### src/iosr_defines.vh
/*
 Constants for the I/O signal routing and conditioning block.
 Assumes plain Verilog-2005 includes by bare name.
*/
`ifndef IOSR_DEFINES_VH
`define IOSR_DEFINES_VH
// ----------------------------------------
// Register indices (word addresses)
// ----------------------------------------
`define IOSR_ADDR_W 6
`define IOSR_VIN_FUNC 6'h00
`define IOSR_VIN_SRC 6'h04
`define IOSR_VIN_INV 6'h08
`define IOSR_VIN_DEAD 6'h0C
`define IOSR_VIN_SHOT 6'h10
`define IOSR_DOUT_FUNC 6'h14
`define IOSR_DOUT_INV 6'h1A
`define IOSR_DOUT_DLY 6'h20
`define IOSR_DOUT_LOGIC 6'h26
`define IOSR_DOUT_CFUNC 6'h2C
`define IOSR_DOUT_CINV 6'h32
`define IOSR_STATUS 6'h38
// ----------------------------------------
// Reset values and codes
// ----------------------------------------
`define IOSR_CODE_NONE 8'h00
`define IOSR_CODE_CONST_OFF 8'h80
`define IOSR_CODE_HOME_END 8'h90
`define IOSR_CODE_TORQUE_OFF_MON 8'h89
`define IOSR_CODE_SERVO_ON_MON 8'h8E
`define IOSR_CODE_MOVE 8'h86
`define IOSR_CODE_ALARM_LOW 8'h82
`define IOSR_LOGIC_OR 1'b1
`define IOSR_TIME_MAX 8'hFA
// ----------------------------------------
// Timing
// ----------------------------------------
`define IOSR_CLK_MHZ 100
`define IOSR_TICK_US 1000
`define IOSR_TICK_CYC (`IOSR_TICK_US * `IOSR_CLK_MHZ)
`endif

### src/iosr_io_routing.v
/*
 I/O signal routing and conditioning: four loopback inputs fed from output-status
 codes, six direct output terminals with inversion, OFF delay and composite logic.
 Assumes a 256-entry status vector and register port in the same clock domain.
*/
// The address-and-strobe port and the register addresses are this design's own decisions.
// How it works
// - Four loopback inputs, function selector resets none
// - Loopback source code selector resets to 128
// - Loopback inversion bit, reset zero
// - Loopback ON dead time 0..250 ms
// - Loopback one-shot mode bit, reset zero
// - Six terminals with fixed reset output codes
// - Terminal inversion bit, reset zero
// - Terminal OFF delay 0..250 ms
// - Composite combine 0 AND, 1 OR, reset OR
// - Composite source code selector resets to 128
// - Composite inversion bit, reset zero
`timescale 1ns/1ps
`default_nettype none
`include "iosr_defines.vh"
module iosr_io_routing #(
    parameter TICK_CYC = `IOSR_TICK_CYC
) (
    input wire clock,
    input wire rstn,
    input wire [255:0] statusVec,
    input wire [`IOSR_ADDR_W-1:0] regAddr,
    input wire [7:0] regWdata,
    input wire regWr,
    input wire regRd,
    output reg [7:0] regRdata,
    output reg [3:0] loopbackInput,
    output reg [31:0] loopbackFunc,
    output reg [5:0] doutPin
);

// ----------------------------------------
// Register map (word index, one byte each)
// ----------------------------------------
// 0x00-0x03 loopback function code, exported unchanged
// 0x04-0x07 loopback source status code
// 0x08-0x0B loopback inversion, bit 0 only
// 0x0C-0x0F loopback ON dead time in ms, clamped to 250
// 0x10-0x13 loopback one-shot enable, bit 0 only
// 0x14-0x19 terminal normal status code
// 0x1A-0x1F terminal normal inversion, bit 0 only
// 0x20-0x25 terminal OFF delay in ms, clamped to 250
// 0x26-0x2B terminal combine, 0 AND, 1 OR
// 0x2C-0x31 terminal composite status code
// 0x32-0x37 terminal composite inversion, bit 0 only
// 0x38 terminal levels, read only
// 0x39 loopback levels, read only
// Writes to read-only or unused indices are dropped
// Status codes 0 and 128 always count as OFF, so an
// unassigned source switches something on only when its inversion bit is set

// ----------------------------------------
// Configuration registers
// ----------------------------------------
reg [7:0] vinFunc_r [0:3];
reg [7:0] vinSrc_r [0:3];
reg [3:0] vinInv_r;
reg [7:0] vinDead_r [0:3];
reg [3:0] vinShot_r;
reg [7:0] doFunc_r [0:5];
reg [5:0] doInv_r;
reg [7:0] doDly_r [0:5];
reg [5:0] doLogic_r;
reg [7:0] doCFunc_r [0:5];
reg [5:0] doCInv_r;

// Time settings above 250 are clamped to the longest legal delay
function [7:0] clampMs;
    input [7:0] v;
    begin
        clampMs = (v > `IOSR_TIME_MAX) ? `IOSR_TIME_MAX : v;
    end
endfunction

// Reset value of terminal function selectors
function [7:0] doReset;
    input integer k;
    begin
        case (k)
            0: doReset = `IOSR_CODE_HOME_END;
            1: doReset = `IOSR_CODE_TORQUE_OFF_MON;
            3: doReset = `IOSR_CODE_SERVO_ON_MON;
            4: doReset = `IOSR_CODE_MOVE;
            5: doReset = `IOSR_CODE_ALARM_LOW;
            default: doReset = `IOSR_CODE_NONE;
        endcase
    end
endfunction

// Status lookup; code 128 is constant-off, code 0 none
function pickSig;
    input [255:0] vec;
    input [7:0] code;
    begin
        pickSig = (code == `IOSR_CODE_CONST_OFF || code == `IOSR_CODE_NONE) ? 1'b0 : vec[code];
    end
endfunction

// ----------------------------------------
// Register writes
// ----------------------------------------
// A write lands at the strobe edge; a read in the next cycle
// already returns the new value
integer i;
always @(posedge clock or negedge rstn) begin
    if (!rstn) begin
        for (i = 0; i < 4; i = i + 1) begin
            vinFunc_r[i] <= `IOSR_CODE_NONE;
            vinSrc_r[i] <= `IOSR_CODE_CONST_OFF;
            vinDead_r[i] <= 8'h00;
        end
        vinInv_r <= 4'h0;
        vinShot_r <= 4'h0;
        for (i = 0; i < 6; i = i + 1) begin
            doFunc_r[i] <= doReset(i);
            doDly_r[i] <= 8'h00;
            doCFunc_r[i] <= `IOSR_CODE_CONST_OFF;
        end
        doInv_r <= 6'h00;
        doLogic_r <= {6{`IOSR_LOGIC_OR}};
        doCInv_r <= 6'h00;
    end else if (regWr) begin
        for (i = 0; i < 4; i = i + 1) begin
            if (regAddr == `IOSR_VIN_FUNC + i) vinFunc_r[i] <= regWdata;
            if (regAddr == `IOSR_VIN_SRC + i) vinSrc_r[i] <= regWdata;
            if (regAddr == `IOSR_VIN_INV + i) vinInv_r[i] <= regWdata[0];
            if (regAddr == `IOSR_VIN_DEAD + i) vinDead_r[i] <= clampMs(regWdata);
            if (regAddr == `IOSR_VIN_SHOT + i) vinShot_r[i] <= regWdata[0];
        end
        for (i = 0; i < 6; i = i + 1) begin
            if (regAddr == `IOSR_DOUT_FUNC + i) doFunc_r[i] <= regWdata;
            if (regAddr == `IOSR_DOUT_INV + i) doInv_r[i] <= regWdata[0];
            if (regAddr == `IOSR_DOUT_DLY + i) doDly_r[i] <= clampMs(regWdata);
            if (regAddr == `IOSR_DOUT_LOGIC + i) doLogic_r[i] <= regWdata[0];
            if (regAddr == `IOSR_DOUT_CFUNC + i) doCFunc_r[i] <= regWdata;
            if (regAddr == `IOSR_DOUT_CINV + i) doCInv_r[i] <= regWdata[0];
        end
    end
end

// ----------------------------------------
// Read mux, data valid the cycle after the strobe
// ----------------------------------------
reg [7:0] rdNxt;
integer j;
always @* begin
    rdNxt = 8'h00;
    for (j = 0; j < 4; j = j + 1) begin
        if (regAddr == `IOSR_VIN_FUNC + j) rdNxt = vinFunc_r[j];
        if (regAddr == `IOSR_VIN_SRC + j) rdNxt = vinSrc_r[j];
        if (regAddr == `IOSR_VIN_INV + j) rdNxt = {7'h00, vinInv_r[j]};
        if (regAddr == `IOSR_VIN_DEAD + j) rdNxt = vinDead_r[j];
        if (regAddr == `IOSR_VIN_SHOT + j) rdNxt = {7'h00, vinShot_r[j]};
    end
    for (j = 0; j < 6; j = j + 1) begin
        if (regAddr == `IOSR_DOUT_FUNC + j) rdNxt = doFunc_r[j];
        if (regAddr == `IOSR_DOUT_INV + j) rdNxt = {7'h00, doInv_r[j]};
        if (regAddr == `IOSR_DOUT_DLY + j) rdNxt = doDly_r[j];
        if (regAddr == `IOSR_DOUT_LOGIC + j) rdNxt = {7'h00, doLogic_r[j]};
        if (regAddr == `IOSR_DOUT_CFUNC + j) rdNxt = doCFunc_r[j];
        if (regAddr == `IOSR_DOUT_CINV + j) rdNxt = {7'h00, doCInv_r[j]};
    end
    if (regAddr == `IOSR_STATUS) rdNxt = {2'h0, doutPin};
    if (regAddr == `IOSR_STATUS + 1) rdNxt = {4'h0, loopbackInput};
end

// Unmapped addresses and idle cycles read as zero
always @(posedge clock or negedge rstn) begin
    if (!rstn) regRdata <= 8'h00;
    else regRdata <= regRd ? rdNxt : 8'h00;
end

// ----------------------------------------
// Millisecond timebase
// ----------------------------------------
// The tick runs free rather than restarting per input, so a
// dead time or delay of D ms lasts between D-1 and D ticks
// plus one; this keeps one counter for all ten channels.
reg [31:0] tickCnt_r;
reg msTick_r;
always @(posedge clock or negedge rstn) begin
    if (!rstn) begin
        tickCnt_r <= 32'h0;
        msTick_r <= 1'b0;
    end else if (tickCnt_r == TICK_CYC - 1) begin
        tickCnt_r <= 32'h0;
        msTick_r <= 1'b1;
    end else begin
        tickCnt_r <= tickCnt_r + 32'h1;
        msTick_r <= 1'b0;
    end
end

// ----------------------------------------
// Loopback inputs: invert, dead time, one-shot
// ----------------------------------------
reg [7:0] vinCnt_r [0:3];
reg [3:0] vinOn_r;
reg [3:0] vinLevel;
integer k;
integer p;
// Inversion is applied before the dead time, so the filter
// always measures the conditioned ON level.
// Own loop index, so no variable is written by two processes
always @* begin
    for (p = 0; p < 4; p = p + 1) begin
        vinLevel[p] = pickSig(statusVec, vinSrc_r[p]) ^ vinInv_r[p];
    end
end

// Dead-time counter restarts whenever the source drops, so with a nonzero dead time a one-cycle glitch never passes.
// One-shot pulses last one clock; a consumer sampling only on the
// ms tick would miss them.
always @(posedge clock or negedge rstn) begin
    if (!rstn) begin
        for (k = 0; k < 4; k = k + 1) vinCnt_r[k] <= 8'h00;
        vinOn_r <= 4'h0;
        loopbackInput <= 4'h0;
        loopbackFunc <= 32'h0;
    end else begin
        for (k = 0; k < 4; k = k + 1) begin
            loopbackFunc[k*8 +: 8] <= vinFunc_r[k];
            if (!vinLevel[k]) begin
                vinCnt_r[k] <= 8'h00;
                vinOn_r[k] <= 1'b0;
            end else if (vinCnt_r[k] >= vinDead_r[k]) begin
                vinOn_r[k] <= 1'b1;
            end else if (msTick_r) begin
                vinCnt_r[k] <= vinCnt_r[k] + 8'h01;
            end
            // one-shot gives a single-cycle pulse on the rising edge
            loopbackInput[k] <= vinShot_r[k] ? (vinLevel[k] && (vinCnt_r[k] >= vinDead_r[k]) && !vinOn_r[k])
                                             : (vinLevel[k] && (vinCnt_r[k] >= vinDead_r[k]));
        end
    end
end

// ----------------------------------------
// Direct outputs: invert, composite, OFF delay
// ----------------------------------------
// Composite with the OR reset default and a constant-off
// composite source passes the normal signal unchanged; with
// AND the same setting forces the terminal OFF.
reg [5:0] doComb;
reg [7:0] doCnt_r [0:5];
reg normSig;
reg compSig;
integer m;
integer q;
always @* begin
    normSig = 1'b0;
    compSig = 1'b0;
    for (q = 0; q < 6; q = q + 1) begin
        normSig = pickSig(statusVec, doFunc_r[q]) ^ doInv_r[q];
        compSig = pickSig(statusVec, doCFunc_r[q]) ^ doCInv_r[q];
        doComb[q] = doLogic_r[q] ? (normSig | compSig) : (normSig & compSig);
    end
end

// Delay counts whole ms ticks after the fall; ON input re-arms it at once
always @(posedge clock or negedge rstn) begin
    if (!rstn) begin
        for (m = 0; m < 6; m = m + 1) doCnt_r[m] <= 8'h00;
        doutPin <= 6'h00;
    end else begin
        for (m = 0; m < 6; m = m + 1) begin
            if (doComb[m]) begin
                doCnt_r[m] <= 8'h00;
                doutPin[m] <= 1'b1;
            end else if (!doutPin[m] || doCnt_r[m] >= doDly_r[m]) begin
                doutPin[m] <= 1'b0;
            end else if (msTick_r) begin
                doCnt_r[m] <= doCnt_r[m] + 8'h01;
                if (doCnt_r[m] + 8'h01 >= doDly_r[m]) doutPin[m] <= 1'b0;
            end
        end
    end
end

endmodule // iosr_io_routing
`default_nettype wire

### config.mk
export PLATFORM = sky130hd
export DESIGN_NAME = iosr_io_routing
export DESIGN_NICKNAME = d
export VERILOG_FILES = /design/src/iosr_io_routing.v
export VERILOG_INCLUDE_DIRS = /design/src /design/src/src
export SDC_FILE = /design/constraint.sdc
export NUM_CORES = 2
export LEC_CHECK = 0
export BUFFER_PORTS_ARGS = -buffer_cell sky130_fd_sc_hd__buf_4
export CORE_ASPECT_RATIO = 1.75
export CORE_UTILIZATION = 25
export DETAILED_ROUTE_END_ITERATION = 6
export GPL_ROUTABILITY_DRIVEN = 1
export GPL_TIMING_DRIVEN = 0
export PLACE_DENSITY = 0.42
export SYNTH_ARGS = -nofsm -noshare
export SYNTH_HDL_FRONTEND = slang
export SYNTH_SLANG_ARGS = --single-unit
### constraint.sdc
create_clock -name clock -period 6.6 [get_ports clock]
set_clock_uncertainty 0.05 [all_clocks]
set_input_delay 1.32 -clock clock [delete_from_list [all_inputs] [get_ports clock]]
set_output_delay 1.32 -clock clock [all_outputs]
set_load 0.01 [all_outputs]
# Yosys cells after proc, flatten, opt, wreduce, memory -nomap -nowiden

Index checks and enable logic that the tools add are counted.

Word-level logic and storage cells: 574
Input bits: 274
Output and inout bits: 50
Flip-flop bits (word level): 433

Bitwise logic cells: 28
$lt $le $gt $ge: 33
Reduce and logical (&&, ||, !) cells: 147
Equality and inequality tests: 92
Add/sub/neg operators: 11
Muxes and demuxes: 182

Operators with widths:

| operator              | count |
|---|---|
| $mux 8                | 90 |
| $eq 6x6->1 const B    | 26 |
| $lt 8x9->1 const B    | 16 |
| $reduce_and 2->1      | 72 |
| $bmux 1 s8            | 16 |
| $eq 8x8->1 const B    | 16 |
| $ge 8x8->1            | 16 |
| $logic_not 8->1       | 16 |
| $eq 6x5->1 const B    | 16 |
| $add 8x1->8 const B   | 10 |
| $mux 1                | 75 |
| $eq 6x4->1 const B    | 8 |
| $reduce_bool 3->1     | 12 |
| $add 32x1->32 const B | 1 |
| $eq 32x17->1 const B  | 1 |
| $mux 32               | 1 |
| $ne 2x2->1 const B    | 14 |
| $eq 6x3->1 const B    | 4 |
| $logic_or 1x1->1      | 22 |
| $xor 1x1->1           | 16 |
| $eq 6x2->1 const B    | 2 |
| $reduce_bool 2->1     | 6 |
| $logic_not 1->1       | 10 |
| $gt 8x8->1 const B    | 1 |
| other kinds (6)       | 26 |

# Logic depth before layout (Yosys ltp)

Depth after elaboration: 60
Gate-level depth with buffers: 15
Depth with buffers taken out: 12

# Worst setup path after synthesis

No wires, ideal clock.

Path kind: input to register
Start: input port statusVec[255]
End: register vinCnt_r[24] in the netlist's numbering
Arrival: 3.671 ns
Path buffers: 1
Stages on the path: 8
Setup slack: 2.745 ns
Path through: clkbuf_1 > mux4_2 > mux4_2 > mux4_2 > mux2_2 > a21oi_2 > xor2_2 > nor2_1

Word-level cells in the longest chain between the ends: 6

RTL lines:

| element                          | line                  | RTL |
|---|---|---|
| from (decl)                      | iosr_io_routing.v:27  | `input wire [255:0] statusVec,` |
| $bmux 1 s8 (*)                   | iosr_io_routing.v:101 | `` pickSig = (code == `IOSR_CODE_CONST_OFF \|\| code == `IOSR_CODE_NONE) ? 1'b0 : vec[code]; `` |
| $mux 1 (implied by the code) (*) | iosr_io_routing.v:101 |  |
| $mux 1 (*)                       | iosr_io_routing.v:101 |  |
| $xor 1x1->1 (*)                  | iosr_io_routing.v:213 | `vinLevel[p] = pickSig(statusVec, vinSrc_r[p]) ^ vinInv_r[p];` |
| $ne 2x2->1 (no line)             | -                     |  |
| $reduce_and 2->1 (no line)       | -                     |  |
| to (signal, indexed assignment)  | iosr_io_routing.v:235 | `vinCnt_r[k] <= vinCnt_r[k] + 8'h01;` |
| to (decl)                        | iosr_io_routing.v:203 | `reg [7:0] vinCnt_r [0:3];` |

Mark *: on every way between the ends. The rest lies on a longest branch, timed or not. The select of a mux whose other input is x is not followed.
A chain may end at the register's enable or synchronous reset.

# Worst setup path after layout

Start: register doFunc_r[1] in the netlist's numbering
End: register doutPin[5]

Word-level cells in the longest chain between the ends: 8

RTL lines:

| element                                                          | line                  | RTL |
|---|---|---|
| from (decl)                                                      | iosr_io_routing.v:66  | `reg [7:0] doFunc_r [0:5];` |
| from (signal, indexed assignment)                                | iosr_io_routing.v:121 | `doFunc_r[i] <= doReset(i);` |
| from (signal, indexed assignment)                                | iosr_io_routing.v:137 | `` if (regAddr == `IOSR_DOUT_FUNC + i) doFunc_r[i] <= regWdata; `` |
| $bmux 1 s8 (tied with other cells)                               | iosr_io_routing.v:101 |  |
| $mux 1 (implied by the code) or $logic_or 1x1->1 (tied branches) | -                     |  |
| $mux 1 (*)                                                       | iosr_io_routing.v:101 |  |
| $xor 1x1->1 (*)                                                  | iosr_io_routing.v:260 | `normSig = pickSig(statusVec, doFunc_r[q]) ^ doInv_r[q];` |
| $and 1x1->1 or $or 1x1->1 (tied branches)                        | iosr_io_routing.v:262 | `doComb[q] = doLogic_r[q] ? (normSig \| compSig) : (normSig & compSig);` |
| $mux 1 (*)                                                       | iosr_io_routing.v:262 |  |
| $reduce_bool 3->1 (no line)                                      | -                     |  |
| $reduce_and 2->1 (no line)                                       | -                     |  |
| to (signal assigned)                                             | iosr_io_routing.v:270 | `doutPin <= 6'h00;` |
| to (signal, indexed assignment)                                  | iosr_io_routing.v:275 | `doutPin[m] <= 1'b1;` |
| to (signal, indexed assignment)                                  | iosr_io_routing.v:277 | `doutPin[m] <= 1'b0;` |
| to (decl)                                                        | iosr_io_routing.v:35  | `output reg [5:0] doutPin` |

Marked as above.

==> flow_metrics.tcl <==
set metrics [dict create \
    intPower_w 0.00852 \
    syn_area_sq_mm 0.0587 \
    synth.most_common_cell "mux4_2" \
    setup_ws_ns -0.359 \
    crit_fanout 11 \
    ctsHoldBuffers 0 \
    drv_cap 33 \
    path_class "reg2reg" \
    clock_power_share_pct 18.2 \
    hold_violations 0 \
    yosys.area.top_type "mux4_2" \
    cp_cell_sequence "clkbuf_2 > clkbuf_1 > nor2_1 > a2111oi_0 > o211ai_1 > nand3_1 > o21ai_0 > a211oi_1 > xor2_1 > maj3_2 > a21o_1" \
    dp_slack_ns -0.0545 \
    fill_cells 24141 \
    grt_usage_pct 46.6 \
    drc 11 \
    reg2reg_to "doutPin[5]" \
    dr.pass1.iters 7 \
    power_frac_seq_pct 18.9 \
    grt-ovfl-total 0 \
    powerDensity_mw_per_mm2 271 \
    tightestPinTransition_ns 2.78 \
    clockRootBuffer "clkbuf_16" \
    cts_made_buffers 55 \
    drt_iter0_drc 9208 \
    syn-num-nets 5499 \
    reg2reg_from "doFunc_r[1]" \
    grt_pass1_wl_um 707000 \
    synth_ff_type "dfrtp_1" \
    wirelength_um 552000 \
    fin_crit_sh_pct 105 \
    die_y_um 643 \
    grt_pass1_vias 60907 \
    ios 324 \
    p_leak_nw 23.8 \
    finalSetupViolCount 27 \
    worst-path-buf-inv 2 \
    critPathTopFamily "compound AO/OA/AOI/OAI gates" \
    clock_latency_ns 0.81 \
    wl_per_cell_um 63.2 \
    clk_pin_slew_worst_paths_ns 0.07 \
    synthTopCellsByArea "mux4_2 (41%), dfrtp_1 (17%), mux2_2 (4.9%), mux2i_1 (4.4%), clkbuf_1 (3.3%)" \
    clock-sinks 433 \
    relSlewSlack_pct -85.2 \
    failed_checks "design-rule violations, max-capacitance violations, max-slew violations, negative setup slack" \
    finalWeightedCongestion 1.13 \
    r2r_slack_ns -0.36 \
    ant_nets 0 \
    layout-drive-gt1-share_pct 38.4 \
    hp-class "in2async" \
    seq_area_frac_synth_pct 18.5 \
    core_sq_mm 0.233 \
    cts-htree-levels 2 \
    critPathMaxStageDelay_ns 1.21 \
    required_ns 7.17 \
    area_growth_pct 15.8 \
    peakVddDrop_v 0.000214 \
    cp-end-kind "flop" \
    dp.cells 8499 \
    ff2ff_path_depth 11 \
    syn_area_per_cell_sq_um 11.5 \
    antenna_found_initial 124 \
    die_area_sq_mm 0.237 \
    fin_nets 5906 \
    p_sw_share_pct 53.7 \
    fin_util_pct 29.2 \
    num_vias 63471 \
    via_per_inst 7.27 \
    synth_top_area_share_pct 41.2 \
    cp.arrival_ns 7.53 \
    pwr-share-comb_pct 62.9 \
    fin_tns_setup_ns -5.64 \
    slew_violations 280 \
    initial_utilization_pct 25.2 \
    rsz0062_at_grt "false" \
    die_w_um 368 \
    fp-row-count 234 \
    cts_tree "yes" \
    layoutNonFillerInstCount 8733 \
    grt_max_degree 112 \
    fin_crit_ns 6.96 \
    cts_buffer_depth 3 \
    status "finished with violations" \
    synthArstFlopShare_pct 100 \
    portBuffers 318 \
    total_power_w 0.0184 \
    synth_cells 5086 \
    yosys-top-cells-count "mux4_2 (1074), clkbuf_1 (515), dfrtp_1 (403), nand2_1 (270), mux2i_1 (259)" \
    post_cts_buffers 0 \
    synth_cell_type_count 90 \
    synth_edf_count 0 \
    yosys_warnings 0 \
    ys_seq_elements 433 \
    hpwl_um 421000 \
    max_freq_mhz 144 \
    startpoint_type "flop" \
    cp_slowest_cell "a211oi_1" \
    p_switching_w 0.00988 \
]
==> cells by family (layout without fill, tap and decap cells) <==
group	count (synthesis)	after routing	share of synthesized area, %
buffers and inverters	847	1301	6.07
XOR/XNOR	144	144	2.21
other	0	125	0
adder cells (fa/ha/maj)	143	143	3.04
flip-flops	433	433	18.5
multiplexers	1588	1588	50.5
AO/OA/AOI/OAI	924	924	11.1
AND/OR/NAND/NOR	1007	1007	8.53
==> per-layer routing <==
metal  GRT usage, %  up-vias  share of wire (%)
met5           1.33        -              0.081
met4           55.1       26                 15
met3           19.2     2627                 10
met2           71.1     6085                 45
met1           43.7    33070                 29
li1               -    21663                  -
==> power groups by stage <==
stage | combinational, W | clock (W) | sequential [W]
finish | 0.0116 | 0.00336 | 0.00348
global route | 0.0114 | 0.00347 | 0.00348
CTS | 0.0106 | 0.00341 | 0.00345
detailed placement | 0.0106 | 0 | 0.00350
global placement | 0.0105 | 0 | 0.00349
floorplan | 0.00544 | 0 | 0.00323
==> layout by cell type, fill, tap and decap left out, types with 27 or more instances in the layout <==
master        n
xnor2_1      50
xor2_1       91
ha_1        139
nand4_1      37
diode_2     125
dfrtp_1     403
a31oi_1      30
a22o_1       32
nor2b_1      47
nand2_1     270
a21oi_1     140
a22oi_1     131
mux2_2      255
nand3_1     111
clkbuf_2     96
o21a_1       27
clkbuf_1    435
nor3_1       60
nor2_1      229
o221ai_1     37
mux4_2     1074
buf_2       106
o21ai_0     135
o22ai_1      48
and3_1       43
nand2b_1     48
dfstp_2      30
buf_4       356
a221oi_1     45
buf_1        41
a21o_1       43
inv_1       118
clkbuf_16    55
o211ai_1     57
mux2i_1     256
==> cell type report <==
type | instances | area [sq um] | area share [%]
inverters | 123 | 462 | 0.680
diodes | 125 | 313 | 0.460
clock inverters | 31 | 320 | 0.471
plain buffers | 723 | 3240 | 4.76
well taps | 3068 | 3840 | 5.65
clock buffers | 73 | 1530 | 2.26
repair buffers | 351 | 3010 | 4.43
multi-input cells | 3806 | 44400 | 65.3
flip-flops and latches | 433 | 10900 | 16.0
==> how the worst max path moves through the flow <==
stage	start	endpoint	cells after the start
2_1_floorplan	statusVec[255]	vinCnt_r[24]	8
5_1_grt	doCFunc_r[24]	doutPin[2]	13
3_5_place_dp	statusVec[101]	doCnt_r[46]	11
6_report	doFunc_r[1]	doutPin[5]	11
3_3_place_gp	rstn	tickCnt_r[28]	1
4_1_cts	doFunc_r[1]	doutPin[5]	11
==> repair_timing <==
item / 4_1_cts / 5_1_grt
gates resized for setup: 3 / 1
endpoints found under the hold margin: 0 / 0
setup endpoints to repair: 10 / 9
==> state kept, by name, indices dropped and copies added, names as in the netlist, 4 cells and up <==
| register | count |
|---|---|
| doCFunc_r | 48 |
| doCnt_r | 48 |
| doDly_r | 48 |
| doFunc_r | 48 |
| loopbackFunc | 32 |
| tickCnt_r | 32 |
| vinCnt_r | 32 |
| vinDead_r | 32 |
| vinFunc_r | 32 |
| vinSrc_r | 32 |
| regRdata | 8 |
| doCInv_r | 6 |
| doInv_r | 6 |
| doLogic_r | 6 |
| doutPin | 6 |
| loopbackInput | 4 |
| vinInv_r | 4 |
| vinOn_r | 4 |
| vinShot_r | 4 |
==> metrics by stage <==
stage / hold WS, ns / area (sq um)
6_report: 0.371 / 67900
3_3_place_gp: 0.389 / 64900
4_1_cts: 0.410 / 67400
2_1_floorplan: 0.314 / 58700
3_5_place_dp: 0.391 / 65600
5_1_grt: 0.414 / 67800
No activity file was read; power rests on OpenSTA's default activity.
